[config.mk]
export PLATFORM = sky130hd
export DESIGN_NAME = dcr_reset_nmi
export DESIGN_NICKNAME = d
export VERILOG_FILES = /design/src/rtl/dcr_pkg.sv /design/src/rtl/dcr_reset_nmi.sv /design/src/rtl/dcr_rst_sync.sv
export VERILOG_INCLUDE_DIRS = /design/src /design/src/rtl
export SDC_FILE = /design/constraint.sdc
export NUM_CORES = 1
export LEC_CHECK = 0
export ABC_CLOCK_PERIOD_IN_PS = 800
export BUFFER_PORTS_ARGS = -buffer_cell sky130_fd_sc_hd__buf_2
export CAP_MARGIN = 10
export CORE_UTILIZATION = 45
export DETAILED_ROUTE_END_ITERATION = 8
export GPL_ROUTABILITY_DRIVEN = 0
export PLACE_DENSITY = 0.75
export SLEW_MARGIN = 10
export SYNTH_ARGS = -nofsm -noshare
export SYNTH_HDL_FRONTEND = slang
export SYNTH_SLANG_ARGS = --single-unit
export TNS_END_PERCENT = 1
[constraint.sdc]
create_clock -name mclk_i -period 0.8 [get_ports mclk_i]
set_input_delay 0.24 -clock mclk_i [delete_from_list [all_inputs] [get_ports mclk_i]]
set_output_delay 0.24 -clock mclk_i [all_outputs]
set_load 0.05 [all_outputs]
[src/rtl/dcr_regs.svh]
// Register offsets, field positions, reset values and counts of the reset and NMI block
`ifndef DCR_REGS_SVH
`define DCR_REGS_SVH

// Byte offsets on the register bus
`define DCR_OFS_NMI_FLAGS    8'h00
`define DCR_OFS_NMI_CLEAR    8'h04
`define DCR_OFS_NMI_FORCE    8'h08
`define DCR_OFS_NMI_ENABLE   8'h0c
`define DCR_OFS_NMI_WD_CTRL  8'h10
`define DCR_OFS_CTRL_RST_CFG 8'h14
`define DCR_OFS_CTRL_RST_STS 8'h18
`define DCR_OFS_PERIPH_SRST  8'h1c
`define DCR_OFS_DEV_CFG_EN   8'h20
`define DCR_OFS_RST_CAUSE    8'h24
`define DCR_OFS_DEV_SETTINGS 8'h28

// Field positions
`define DCR_CFG_CTRL_REQ     0
`define DCR_CFG_ABUS_RST     1
`define DCR_CFG_PROPAGATE    2
`define DCR_WD_DISABLE       0
`define DCR_WD_RUNNING       0
`define DCR_WD_EXPIRED       1
`define DCR_STS_CTRL_RST     0
`define DCR_SET_ABUS_RST     0
`define DCR_SET_PIN_LEVEL    1
`define DCR_CAUSE_EXT        0
`define DCR_CAUSE_POR        1
`define DCR_CAUSE_WD0        2
`define DCR_CAUSE_WD1        3
`define DCR_CAUSE_SW         4

// Reset values
`define DCR_NMI_EN_RST       7'h7f
`define DCR_CFG_RST          3'h0
`define DCR_CAUSE_RST        5'h02

// Counts
`define DCR_NMI_RST_CYC      8
`define DCR_CNMI_WD_CYCLES   65536
`define DCR_NPERIPH          8

`endif

[src/rtl/dcr_pkg.sv]
// Types shared by the reset and NMI block
package dcr_pkg;

    typedef struct packed {
        logic master_selftest_error;
        logic control_selftest_error;
        logic vector_fetch_error;
        logic flash_uncorrectable_error;
        logic ram_uncorrectable_error;
        logic analog_bus_error;
        logic clock_loss_flag;
    } dcr_nmi_src_t;

    typedef struct packed {
        logic external_peripheral_port;
        logic shared_analog_reset;
        logic analog_subsystem;
        logic control_system_reset;
        logic control_cpu_reset_in;
        logic master_system_reset;
        logic master_cpu;
    } dcr_resets_t;

    typedef enum logic [1:0] {
        DCR_WD_IDLE,
        DCR_WD_COUNT,
        DCR_WD_RESET
    } dcr_wd_state_t;

endpackage : dcr_pkg

[src/rtl/dcr_reset_nmi.sv]
// Reset combiner and distributor with control-side NMI unit and its watchdog
// Operation
// Enabled flagged condition raises control NMI and starts the NMI watchdog.
// Watchdog not disabled in time asserts its reset output to resets and master NMI.
// Seven NMI conditions: clock loss, bus, RAM, flash, vector, two self-test errors.
// One flag per source; readable, clear register, force register.
// Low on system reset pin resets master and control subsystems.
// Pin driven low on power-on reset, either master watchdog or master NMI watchdog.
// Board holds system pin low eight clocks after input clock is stable.
// Low on analog pin resets analog side; analog power-on reset drives that pin.
// Master CPU reset by power-on or master system reset; peripherals follow.
// Master system reset is pin, watchdogs, software reset or debugger reset.
// Master software and debugger resets also reach control and analog sides.
// Config register holds control reset bit and analog bus reset bit.
// Master can read whether control system reset is asserted.
// Peripheral soft reset acts only when that peripheral is enabled.
// Cause register records pin, power-on, watchdog 0, watchdog 1, software reset.
// Control CPU reset in turn drives the control system reset.
// Control CPU reset is pin, NMI watchdog, software, debugger, or request bit.
// Software and debugger resets reach control side only when propagation enabled.
// Settings register shows analog bus reset and system pin level.
// Shared reset and analog bus bit and analog pin reset the analog side.
// Shared reset is pin, or gated software or debugger reset.
// External peripheral port is reset only by master system reset.
// Each reset asserts asynchronously, releases through two synchronising stages; periph_reset_o is a clocked register without asynchronous assertion.
`timescale 1ns/100ps
`include "dcr_regs.svh"
module dcr_reset_nmi #(
    parameter int unsigned CNMI_WD_CYCLES = `DCR_CNMI_WD_CYCLES,
    parameter int unsigned NPERIPH        = `DCR_NPERIPH
) (
    // Clock and reset
    input  wire logic                  mclk_i,
    input  wire logic                  rst_i,
    // Wishbone slave
    input  wire logic                  wb_cyc_i,
    input  wire logic                  wb_stb_i,
    input  wire logic                  wb_we_i,
    input  wire logic [7:0]            wb_adr_i,
    input  wire logic [3:0]            wb_sel_i,
    input  wire logic [31:0]           wb_dat_i,
    output logic                       wb_ack_o,
    output logic [31:0]                wb_dat_o,
    // Board reset pins
    input  wire logic                  system_reset_pin_i,
    output logic                       system_reset_pin_o,
    output logic                       system_reset_pin_oe_o,
    input  wire logic                  analog_reset_pin_i,
    output logic                       analog_reset_pin_o,
    output logic                       analog_reset_pin_oe_o,
    // Power-on reset circuits
    input  wire logic                  por_i,
    input  wire logic                  analog_por_i,
    // Master-side reset sources
    input  wire logic                  master_wd0_timeout_i,
    input  wire logic                  master_wd1_timeout_i,
    input  wire logic                  master_nmi_wd_timeout_i,
    input  wire logic                  master_software_reset_i,
    input  wire logic                  master_debugger_reset_i,
    // NMI conditions
    input  dcr_pkg::dcr_nmi_src_t      nmi_cond_i,
    // NMI outputs
    output logic                       control_cpu_nmi_irq_o,
    output logic                       control_nmi_wd_reset_out_o,
    // Distributed resets
    output dcr_pkg::dcr_resets_t       resets_o,
    output logic [NPERIPH-1:0]         periph_reset_o
);

    localparam logic [31:0] WD_LAST  = 32'(CNMI_WD_CYCLES - 1);
    localparam logic [31:0] RST_LAST = 32'(`DCR_NMI_RST_CYC - 1);

    ////////////////////////////////////////////////////////////////////////////////
    // Declarations

    logic                  ack;
    logic [31:0]           rdata;
    logic [31:0]           next_rdata;
    logic [6:0]            nmi_flags;
    logic [6:0]            nmi_en;
    logic                  nmi_irq;
    dcr_pkg::dcr_wd_state_t wd_state;
    logic [31:0]           wd_cnt;
    logic                  wd_expired;
    logic                  nmi_wd_rst;
    logic [2:0]            rst_cfg;
    logic [NPERIPH-1:0]    periph_srst;
    logic [NPERIPH-1:0]    periph_en;
    logic [NPERIPH-1:0]    periph_rst;
    logic [4:0]            cause;
    logic [1:0]            pin_meta;
    logic                  pin_level;
    logic [1:0]            por_meta;
    logic                  por_sync;
    logic [1:0]            apor_meta;
    logic                  apor_sync;
    logic [2:0]            sys_drive;
    logic                  ana_drive;
    logic                  r_mcpu;
    logic                  r_msys;
    logic                  r_ccpu;
    logic                  r_csys;
    logic                  r_shared;
    logic                  r_analog;
    logic                  r_eport;

    ////////////////////////////////////////////////////////////////////////////////
    // Wishbone decode

    wire        bus_req   = wb_cyc_i & wb_stb_i;
    wire        bus_wr    = bus_req & wb_we_i & ack & wb_sel_i[0];
    wire [31:0] wdat      = wb_dat_i;
    wire        wr_clear  = bus_wr & (wb_adr_i == `DCR_OFS_NMI_CLEAR);
    wire        wr_force  = bus_wr & (wb_adr_i == `DCR_OFS_NMI_FORCE);
    wire        wr_enable = bus_wr & (wb_adr_i == `DCR_OFS_NMI_ENABLE);
    wire        wr_wdctl  = bus_wr & (wb_adr_i == `DCR_OFS_NMI_WD_CTRL);
    wire        wr_cfg    = bus_wr & (wb_adr_i == `DCR_OFS_CTRL_RST_CFG);
    wire        wr_srst   = bus_wr & (wb_adr_i == `DCR_OFS_PERIPH_SRST);
    wire        wr_dcen   = bus_wr & (wb_adr_i == `DCR_OFS_DEV_CFG_EN);
    wire        wr_cause  = bus_wr & (wb_adr_i == `DCR_OFS_RST_CAUSE);
    wire        wd_dis_wr = wr_wdctl & wdat[`DCR_WD_DISABLE];

    always_ff @(posedge mclk_i) begin
        if (rst_i) begin
            ack   <= 1'b0;
            rdata <= 32'h0;
        end else begin
            ack <= bus_req & ~ack;
            if (bus_req & ~ack) begin
                rdata <= next_rdata;
            end
        end
    end

    always_comb begin
        next_rdata = 32'h0;
        case (wb_adr_i)
            `DCR_OFS_NMI_FLAGS:    next_rdata[6:0] = nmi_flags;
            `DCR_OFS_NMI_ENABLE:   next_rdata[6:0] = nmi_en;
            `DCR_OFS_NMI_WD_CTRL: begin
                next_rdata[`DCR_WD_RUNNING] = (wd_state == dcr_pkg::DCR_WD_COUNT);
                next_rdata[`DCR_WD_EXPIRED] = wd_expired;
            end
            `DCR_OFS_CTRL_RST_CFG: next_rdata[2:0] = rst_cfg;
            `DCR_OFS_CTRL_RST_STS: next_rdata[`DCR_STS_CTRL_RST] = r_csys;
            `DCR_OFS_PERIPH_SRST:  next_rdata[NPERIPH-1:0] = periph_srst;
            `DCR_OFS_DEV_CFG_EN:   next_rdata[NPERIPH-1:0] = periph_en;
            `DCR_OFS_RST_CAUSE:    next_rdata[4:0] = cause;
            `DCR_OFS_DEV_SETTINGS: begin
                next_rdata[`DCR_SET_ABUS_RST]  = rst_cfg[`DCR_CFG_ABUS_RST];
                next_rdata[`DCR_SET_PIN_LEVEL] = pin_level;
            end
            default:               next_rdata = 32'h0;
        endcase
    end

    assign wb_ack_o = ack;
    assign wb_dat_o = rdata;

    ////////////////////////////////////////////////////////////////////////////////
    // Control-side NMI flags

    wire [6:0] cond_vec   = nmi_cond_i;
    wire [6:0] clr_mask   = wr_clear ? wdat[6:0] : 7'h0;
    wire [6:0] frc_mask   = wr_force ? wdat[6:0] : 7'h0;
    wire [6:0] next_flags = (nmi_flags & ~clr_mask) | frc_mask | cond_vec;
    wire [6:0] next_en    = wr_enable ? wdat[6:0] : nmi_en;
    wire       next_irq   = |(next_flags & next_en);
    wire       nmi_start  = next_irq & ~nmi_irq;

    always_ff @(posedge mclk_i) begin
        if (rst_i) begin
            nmi_flags <= 7'h0;
            nmi_en    <= `DCR_NMI_EN_RST;
            nmi_irq   <= 1'b0;
        end else begin
            nmi_flags <= next_flags;
            nmi_en    <= next_en;
            nmi_irq   <= next_irq;
        end
    end

    assign control_cpu_nmi_irq_o = nmi_irq;

    ////////////////////////////////////////////////////////////////////////////////
    // Control-side NMI watchdog

    dcr_pkg::dcr_wd_state_t next_wd_state;
    logic [31:0]            next_wd_cnt;
    always_comb begin
        next_wd_state = wd_state;
        next_wd_cnt   = wd_cnt;
        case (wd_state)
            dcr_pkg::DCR_WD_IDLE: begin
                if (nmi_start) begin
                    next_wd_state = dcr_pkg::DCR_WD_COUNT;
                    next_wd_cnt   = 32'h0;
                end
            end
            dcr_pkg::DCR_WD_COUNT: begin
                if (nmi_start) begin
                    next_wd_cnt = 32'h0;
                end else if (wd_dis_wr) begin
                    next_wd_state = dcr_pkg::DCR_WD_IDLE;
                end else if (wd_cnt == WD_LAST) begin
                    next_wd_state = dcr_pkg::DCR_WD_RESET;
                    next_wd_cnt   = 32'h0;
                end else begin
                    next_wd_cnt = wd_cnt + 32'h1;
                end
            end
            dcr_pkg::DCR_WD_RESET: begin
                if (wd_cnt == RST_LAST) begin
                    next_wd_state = dcr_pkg::DCR_WD_IDLE;
                end else begin
                    next_wd_cnt = wd_cnt + 32'h1;
                end
            end
            default: next_wd_state = dcr_pkg::DCR_WD_IDLE;
        endcase
    end

    always_ff @(posedge mclk_i) begin
        if (rst_i) begin
            wd_state   <= dcr_pkg::DCR_WD_IDLE;
            wd_cnt     <= 32'h0;
            wd_expired <= 1'b0;
            nmi_wd_rst <= 1'b0;
        end else begin
            wd_state   <= next_wd_state;
            wd_cnt     <= next_wd_cnt;
            wd_expired <= (next_wd_state == dcr_pkg::DCR_WD_RESET) | (wd_expired & ~wd_dis_wr);
            nmi_wd_rst <= (next_wd_state == dcr_pkg::DCR_WD_RESET);
        end
    end

    assign control_nmi_wd_reset_out_o = nmi_wd_rst;

    ////////////////////////////////////////////////////////////////////////////////
    // Software registers

    wire [4:0] cause_set = {master_software_reset_i, master_wd1_timeout_i,
                            master_wd0_timeout_i, por_sync, ~pin_level & ~|sys_drive};

    always_ff @(posedge mclk_i) begin
        if (rst_i) begin
            rst_cfg     <= `DCR_CFG_RST;
            periph_srst <= '0;
            periph_en   <= '0;
            cause       <= `DCR_CAUSE_RST;
        end else begin
            if (wr_cfg) begin
                rst_cfg <= wdat[2:0];
            end
            if (wr_srst) begin
                periph_srst <= wdat[NPERIPH-1:0];
            end
            if (wr_dcen) begin
                periph_en <= wdat[NPERIPH-1:0];
            end
            cause <= (cause & ~(wr_cause ? wdat[4:0] : 5'h0)) | cause_set;
        end
    end

    ////////////////////////////////////////////////////////////////////////////////
    // Pin and power-on synchronisers, pin drivers

    always_ff @(posedge mclk_i) begin
        if (rst_i) begin
            pin_meta  <= 2'h3;
            por_meta  <= 2'h0;
            apor_meta <= 2'h0;
            sys_drive <= 3'h0;
            ana_drive <= 1'b0;
        end else begin
            pin_meta  <= {pin_meta[0], system_reset_pin_i};
            por_meta  <= {por_meta[0], por_i};
            apor_meta <= {apor_meta[0], analog_por_i};
            sys_drive <= {sys_drive[1:0], por_sync | master_wd0_timeout_i | master_wd1_timeout_i
                          | master_nmi_wd_timeout_i};
            ana_drive <= apor_sync;
        end
    end

    assign pin_level             = pin_meta[1];
    assign por_sync              = por_meta[1];
    assign apor_sync             = apor_meta[1];
    assign system_reset_pin_o    = 1'b0;
    assign system_reset_pin_oe_o = sys_drive[0];
    assign analog_reset_pin_o    = 1'b0;
    assign analog_reset_pin_oe_o = ana_drive;

    ////////////////////////////////////////////////////////////////////////////////
    // Reset combining

    wire pin_low   = ~system_reset_pin_i;
    wire mwd       = master_wd0_timeout_i | master_wd1_timeout_i | master_nmi_wd_timeout_i;
    wire sw_dbg    = master_software_reset_i | master_debugger_reset_i;
    wire gated     = sw_dbg & rst_cfg[`DCR_CFG_PROPAGATE];
    wire src_msys  = rst_i | pin_low | mwd | sw_dbg;
    wire src_mcpu  = src_msys | por_i;
    wire src_ccpu  = rst_i | pin_low | nmi_wd_rst | gated | rst_cfg[`DCR_CFG_CTRL_REQ];
    wire src_csys  = rst_i | r_ccpu;
    wire src_share = rst_i | pin_low | gated;
    wire src_ana   = r_shared | rst_cfg[`DCR_CFG_ABUS_RST] | ~analog_reset_pin_i;

    dcr_rst_sync u_mcpu  (.clk_i(mclk_i), .src_i(src_mcpu),  .rst_o(r_mcpu));
    dcr_rst_sync u_msys  (.clk_i(mclk_i), .src_i(src_msys),  .rst_o(r_msys));
    dcr_rst_sync u_ccpu  (.clk_i(mclk_i), .src_i(src_ccpu),  .rst_o(r_ccpu));
    dcr_rst_sync u_csys  (.clk_i(mclk_i), .src_i(src_csys),  .rst_o(r_csys));
    dcr_rst_sync u_share (.clk_i(mclk_i), .src_i(src_share), .rst_o(r_shared));
    dcr_rst_sync u_ana   (.clk_i(mclk_i), .src_i(src_ana),   .rst_o(r_analog));
    dcr_rst_sync u_eport (.clk_i(mclk_i), .src_i(src_msys),  .rst_o(r_eport));

    // Peripheral resets follow master system reset or an enabled soft-reset bit
    always_ff @(posedge mclk_i) begin
        if (rst_i) begin
            periph_rst <= '1;
        end else begin
            periph_rst <= {NPERIPH{r_msys}} | (periph_srst & periph_en);
        end
    end

    assign periph_reset_o = periph_rst;
    assign resets_o = '{external_peripheral_port: r_eport,
                        shared_analog_reset:      r_shared,
                        analog_subsystem:         r_analog,
                        control_system_reset:     r_csys,
                        control_cpu_reset_in:     r_ccpu,
                        master_system_reset:      r_msys,
                        master_cpu:               r_mcpu};
endmodule : dcr_reset_nmi

[src/rtl/dcr_rst_sync.sv]
// Reset stretcher: asynchronous assertion, two-stage synchronous release
`timescale 1ns/100ps
module dcr_rst_sync (
    // Clock of the reset domain
    input  wire logic clk_i,
    // Active-high asynchronous source
    input  wire logic src_i,
    // Synchronised reset
    output logic      rst_o
);

    logic [1:0] stage;

    always_ff @(posedge clk_i or posedge src_i) begin
        if (src_i) begin
            stage <= 2'h3;
        end else begin
            stage <= {stage[0], 1'b0};
        end
    end

    assign rst_o = stage[1];

endmodule : dcr_rst_sync

# Word-level counts from Yosys, hierarchy flattened
# Index checks and enable logic that the tools add are counted.
[word_totals] reg_bits=116 in_bits=65 out_inout_bits=54 wordCells=126
[classes] add_sub_neg=1 n_eq_ne=18 n_mux=22 bitwise=52 n_reduce_logical=7
[ops] op="32-bit two-way mux" count=5
[ops] op="32-bit one-hot mux with 3 select lines" count=1
[ops] op="32-bit by 1-bit adder with 32-bit output, second input constant" count=1
[ops] op="32-bit by 16-bit == test with 1-bit output, second input constant" count=1
[ops] op="32-bit by 3-bit == test with 1-bit output, second input constant" count=1
[ops] op="8-bit by 5-bit == test with 1-bit output, second input constant" count=4
[ops] op="8-bit by 6-bit == test with 1-bit output, second input constant" count=3
[ops] op="7-bit two-way mux" count=3
[ops] op="1-bit AND" count=18
[ops] op="1-bit OR" count=18
[ops] op="8-bit by 4-bit == test with 1-bit output, second input constant" count=2
[ops] op="7-bit AND" count=2
[ops] op="7-bit OR" count=2
[ops] op="2-bit two-way mux" count=5
[ops] op="2-bit one-hot mux with 5 select lines" count=1
[ops] op="1-bit one-hot mux with 9 select lines" count=1
[ops] op="8-bit AND" count=1
[ops] op="8-bit by 3-bit == test with 1-bit output, second input constant" count=1
[ops] op="8-bit logical NOT" count=1
[ops] op="8-bit OR" count=1
[ops] op="1-bit one-hot mux with 8 select lines" count=1
[ops] op="2-bit one-hot mux with 4 select lines" count=1
[ops] op="7-bit NOT" count=1
[ops] op="7-bit OR reduction" count=1
[ops] op="17 further kinds" count=24

# Logic depth before layout (Yosys ltp)
[depth] depth_word=17 depth_mapped=11 ltp_nobuf=9

# Cells and area by module
# From an unflattened synthesis, not the netlist that was laid out.
[unflattened] hier_cells=657 hier_area_um2=5560.3
[modules_own_cells] mod="dcr_reset_nmi" n_inst=1 cells_each=629 area_each_um2=5139.9 seq_area_each_um2=2042.0
[modules_own_cells] mod="dcr_rst_sync" n_inst=7 cells_each=4 area_each_um2=60.1 seq_area_each_um2=52.6

# Worst setup path after synthesis
# Ideal clock, no wire load.
[synth_timing] path_type="reg2reg" startpoint="register ack (netlist: wb_ack_o)" endpoint="register wd_cnt[13]" setup_ps=122 arrival_time_ps=2567 slack_ps=-1889 path_stages_with_launch=10 n_path_buf=1 synth_period_minus_slack_ps=2689 cell_sequence="dfxtp_1 nand3_1 nor4_4 a221o_1 a22oi_4 and4_4 o21a_4 buf_6 and3_1 a221o_1"
[synth_via] elab_chain_len=13
[synth_rtl] item="from (decl)" line="dcr_reset_nmi.sv:76" source="logic ack;"
[synth_rtl] item="from (signal assigned)" line="dcr_reset_nmi.sv:128" source="ack <= bus_req & ~ack;"
[synth_rtl] item="1-bit AND (*) (2 in series)" line="dcr_reset_nmi.sv:111" source="wire bus_wr = bus_req & wb_we_i & ack & wb_sel_i[0];"
[synth_rtl] item="1-bit AND" line="dcr_reset_nmi.sv:113" source="wire wr_clear = bus_wr & (wb_adr_i == `DCR_OFS_NMI_CLEAR);"
[synth_rtl] item="7-bit two-way mux" line="dcr_reset_nmi.sv:164" source="wire [6:0] clr_mask = wr_clear ? wdat[6:0] : 7'h0;"
[synth_rtl] item="7-bit NOT" line="dcr_reset_nmi.sv:166" source="wire [6:0] next_flags = (nmi_flags & ~clr_mask) | frc_mask | cond_vec;"
[synth_rtl] item="7-bit AND" line="dcr_reset_nmi.sv:166"
[synth_rtl] item="7-bit OR (2 in series)" line="dcr_reset_nmi.sv:166"
[synth_rtl] item="7-bit AND" line="dcr_reset_nmi.sv:168" source="wire next_irq = |(next_flags & next_en);"
[synth_rtl] item="7-bit OR reduction" line="dcr_reset_nmi.sv:168"
[synth_rtl] item="1-bit AND" line="dcr_reset_nmi.sv:169" source="wire nmi_start = next_irq & ~nmi_irq;"
[synth_rtl] item="3-bit inequality test (no source line), or another cell as far along"
[synth_rtl] item="4-bit AND reduction (no source line) or 32-bit one-hot mux with 3 select lines (tied branches)"
[synth_rtl] item="to (signal assigned)" line="dcr_reset_nmi.sv:231" source="wd_cnt <= next_wd_cnt;"
[synth_rtl] item="to (decl)" line="dcr_reset_nmi.sv:83" source="logic [31:0] wd_cnt;"
# Mark *: on every way between the ends. The rest lies on a longest branch, timed or not.
# A chain may end at the register's enable or synchronous reset.

# Worst setup path in the final report
[layout_timing] startpoint="register wd_cnt[29]" endpoint="register wd_cnt[28]"
[layout_via] elab_chain_len=5
[layout_rtl] item="32-bit by 16-bit == test with 1-bit output" line="dcr_reset_nmi.sv:205" source="end else if (wd_cnt == WD_LAST) begin"
[layout_rtl] item="32-bit two-way mux" line="dcr_reset_nmi.sv:205"
[layout_rtl] item="32-bit two-way mux" line="dcr_reset_nmi.sv:203" source="end else if (wd_dis_wr) begin"
[layout_rtl] item="32-bit two-way mux" line="dcr_reset_nmi.sv:201" source="if (nmi_start) begin"
[layout_rtl] item="32-bit one-hot mux with 3 select lines" line="dcr_reset_nmi.sv:193" source="case (wd_state)"
# Parallel ways exist; a longest one is shown, timed or not. The select of a mux whose other input is x is not followed.

==> reports/qor.yml <==
nFillCells: 746
firstDrtPassIters: 5
grt_max_degree: 34
path_depth: 8
period_minus_slack_ns: 2.43
cts_tree: "yes"
synth_edf_count: 0
reg2reg_slack_ns: -1.63
grtUsageTotal_pct: 29.3
diodes: 0
yosys.cell_types.count: 69
vias: 5765
die_h_um: 112
first_global_vias: 5760
start_kind: "flop"
clk_latency_ns: 0.42
p_sw_share_pct: 25.7
clock-sinks: 114
antenna_found_initial: 0
path_cells: "nor4_2 > nand4_1 > or3_4 > a31o_4 > o21a_4 > buf_4 > a31oi_2 > nor2_1"
critical_path.top_delay_family: "simple AND/OR/NAND/NOR gates"
drt_iter0_drc: 605
worst_ep_arrival_time_ns: 2.74
grt_setup_unrepaired: "true"
io-pin-count: 119
crit_type: "reg -> reg"
p_per_area_nw_per_um2: 1880
preCtsSetupSlack_ns: -2.00
drv_cap: 0
combPwrFrac_pct: 12.3
grt.busiest_layer: "met2"
seqPwrFrac_pct: 38.1
clock-root-buffer: "clkbuf_16"
vias_per_cell: 5.83
fin_ws_ns: -1.63
cp-endpoint: "wd_cnt[28]$_SDFFE_PP0P_"
crit_path_start: "wd_cnt[29]$_SDFFE_PP0P_"
synth_area_um2: 5480
intPower_w: 0.0117
setup_viol_count_final: 122
synth-async-reset-ratio_pct: 10.5
ir_drop_mv: 1.39
antenna_left: 0
grt_first_pass_wirelength_mm: 28.6
dp_hpwl_mm: 11.9
wl_per_cell_um: 18.3
die-width_um: 112
avgSynthCellArea_um2: 9.06
gr-usage-met2_pct: 50.8
overflow: 0
fmax_ghz: 0.411
drt_wl_total_mm: 18.1
path_buf_inv: 1
yosysWarningCount: 0
finalNetCount: 903
clk_pin_slew_ns: 0.06
whs_path_depth: 2
violations: "setup timing"
hold_viol_final: 0
power.switching_w: 0.00404
period_share_pct: 304
core_area_um2: 11700
r2r-start: "wd_cnt[29]$_SDFFE_PP0P_"
p_total_w: 0.0157
area_growth_pct: 52.1
reg2reg_depth: 8
port_buffers: 65
synth_cells: 605
hold_class: "in -> reg"
skew_ns: 0.00852
p_leak_nw: 3.59
die_area_um2: 12600
clock_path_buffers: 2
slew_viol_final: 0
crit_slowest_cell: "or3_4"
register_area_um2: 2400
synth-main-ff-cell: "dfxtp_1"
grtUsageMet3_pct: 7.88
cts_buffers: 17
finalSetupTns_ns: -103.62
worst-path-max-fanout: 6
cp-end-kind: "flop"
clockPowerShare_pct: 49.6
synth_seq_area_share_pct: 43.0
cp_data_required_time_ns: 1.11
multi_input_area_um2: 3080
grt_util_met1_pct: 33.4
reg2reg_to: "wd_cnt[28]$_SDFFE_PP0P_"
status: "finished with violations"
start_util_pct: 47.0
critical-path-max-stage-delay_ns: 0.45
rows: 39
h-tree-depth: 4
ys_ff_latch: 114
final_layout_size_suffix_gt1_share_pct: 45.9
route.detailed.drc: 0
power by group through the flow:
stage	sequential, W	combinational [W]	clock [W]
final	0.00598	0.00194	0.00779
after floorplan	0.00623	0.000905	0
after CTS	0.00597	0.00186	0.00783
after detailed placement	0.00605	0.00163	0
after global placement	0.00604	0.00161	0
after global routing	0.00599	0.00203	0.00812
area by class of cell:
class / instances / share of cell area (%)
clock buffer: 19 / 5.43
clock inverter: 13 / 1.91
inverter: 14 / 0.630
multi-input combinational: 448 / 36.9
sequential: 114 / 28.8
tap: 143 / 2.15
timing repair buffer: 238 / 24.2
cells by family (layout without fill, tap and decap cells):
logic type                 count (synthesis)  in the layout  share of synthesized area [%]
buffers and inverters                     74            284                           8.06
AOI/OAI and AO/OA                        143            143                           19.2
DFF                                      114            114                           43.0
and+or+nand+nor                          256            256                           26.2
other                                      1             32                         0.0684
muxes                                     11             11                           2.17
xor gates and xnor gates                   1              1                          0.160
adders and majority gates                  5              5                           1.14
worst min path at each step:
stage	start	to	slack [ns]
floorplan	por_i	u_mcpu.stage[0]$_DFF_PP1_	0.24
CTS	system_reset_pin_i	pin_meta[0]$_SDFF_PP1_	0.02
finish	system_reset_pin_i	pin_meta[0]$_SDFF_PP1_	0.04
global placement	u_ccpu.stage[1]$_DFF_PP1_	u_csys.stage[1]$_DFF_PP1_	0.35
detailed placement	u_mcpu.stage[0]$_DFF_PP1_	u_mcpu.stage[1]$_DFF_PP1_	0.35
global route	system_reset_pin_i	pin_meta[0]$_SDFF_PP1_	0.04
state kept, by name, summed over array words and instances, names as in the netlist, 3 cells and up:
register        flops
nmi_en              7
rst_cfg             3
sys_drive           3
periph_srst         8
cause               5
nmi_flags           7
wd_cnt             32
periph_reset_o      8
periph_en           8
wb_dat_o            8
Yosys cell counts (6+ instances only):
cell / number / share of area (%)
a211oi_1: 6 / 0.82
a21oi_1: 28 / 2.6
a221o_1: 7 / 1.3
a221oi_1: 7 / 1.1
a22o_1: 14 / 2.2
a22oi_1: 8 / 1.1
a31oi_1: 27 / 3.1
and2_1: 6 / 0.68
and3_1: 24 / 2.7
and4_1: 7 / 1.1
buf_4: 36 / 4.9
clkbuf_1: 14 / 0.96
dfstp_2: 12 / 5.8
dfxtp_1: 102 / 37
inv_1: 14 / 0.96
mux2_2: 7 / 1.4
nand2_1: 54 / 3.7
nand2b_1: 9 / 1.0
nand3_1: 25 / 2.3
nand4_1: 13 / 1.5
nor2_1: 43 / 2.9
nor2b_1: 25 / 2.9
nor3_1: 8 / 0.73
nor4_1: 8 / 0.91
o21ai_0: 13 / 1.2
or2_2: 10 / 1.1
layout by cell type, fill, tap and decap left out, types with 8 or more instances in the layout:
| cell type | count |
|---|---|
| dfxtp_2 | 23 |
| inv_1 | 13 |
| nor2_1 | 40 |
| a21oi_1 | 22 |
| or2_2 | 10 |
| nand2_1 | 50 |
| a31oi_1 | 26 |
| dfxtp_1 | 76 |
| buf_12 | 8 |
| a22o_1 | 14 |
| buf_2 | 36 |
| nand3_1 | 24 |
| o21ai_0 | 9 |
| buf_4 | 153 |
| dfstp_2 | 12 |
| a22oi_1 | 8 |
| buf_6 | 20 |
| nor2b_1 | 25 |
| and3_1 | 20 |
| nand4_1 | 13 |
| buf_8 | 19 |
| conb_1 | 32 |
| nand2b_1 | 8 |
| clkbuf_16 | 17 |
worst register-to-register path, stage by stage, from the launching register on:
cell     delay, ns
dfxtp_1       0.33
nor4_2        0.31
nand4_1       0.24
or3_4         0.45
a31o_4        0.25
o21a_4        0.27
buf_4         0.18
a31oi_2       0.22
nor2_1        0.08
metrics by stage:
step | hold slack, ns | cells | util, % | instance area, µm²
global placement | 0.346 | 947 | 60.4 | 7040
floorplan | 0.244 | 636 | - | 5610
finish | 0.0422 | 989 | 71.5 | 8340
detailed placement | 0.347 | 947 | 60.4 | 7040
CTS | 0.0179 | 988 | 70.6 | 8230
global route | 0.0431 | 989 | 71.5 | 8340
what timing repair did:
action / 4_1_cts / 5_1_grt
gates resized for setup: 155 / 27
hold buffers: 1 / 0
pin swaps: 38 / 20
buffers inserted: 6 / 0
endpoints found under the setup margin: 122 / 122
cloned: 2 / 1
endpoints found under the hold margin: 2 / 0
per-layer routing:
layer  share of wire (%)  routed length [µm]
met1                  39                7060
met2                  50                8990
met3                 7.9                1440
met4                 3.5                 636
met5                   0                   0
No activity file was read; power rests on OpenSTA's default activity.
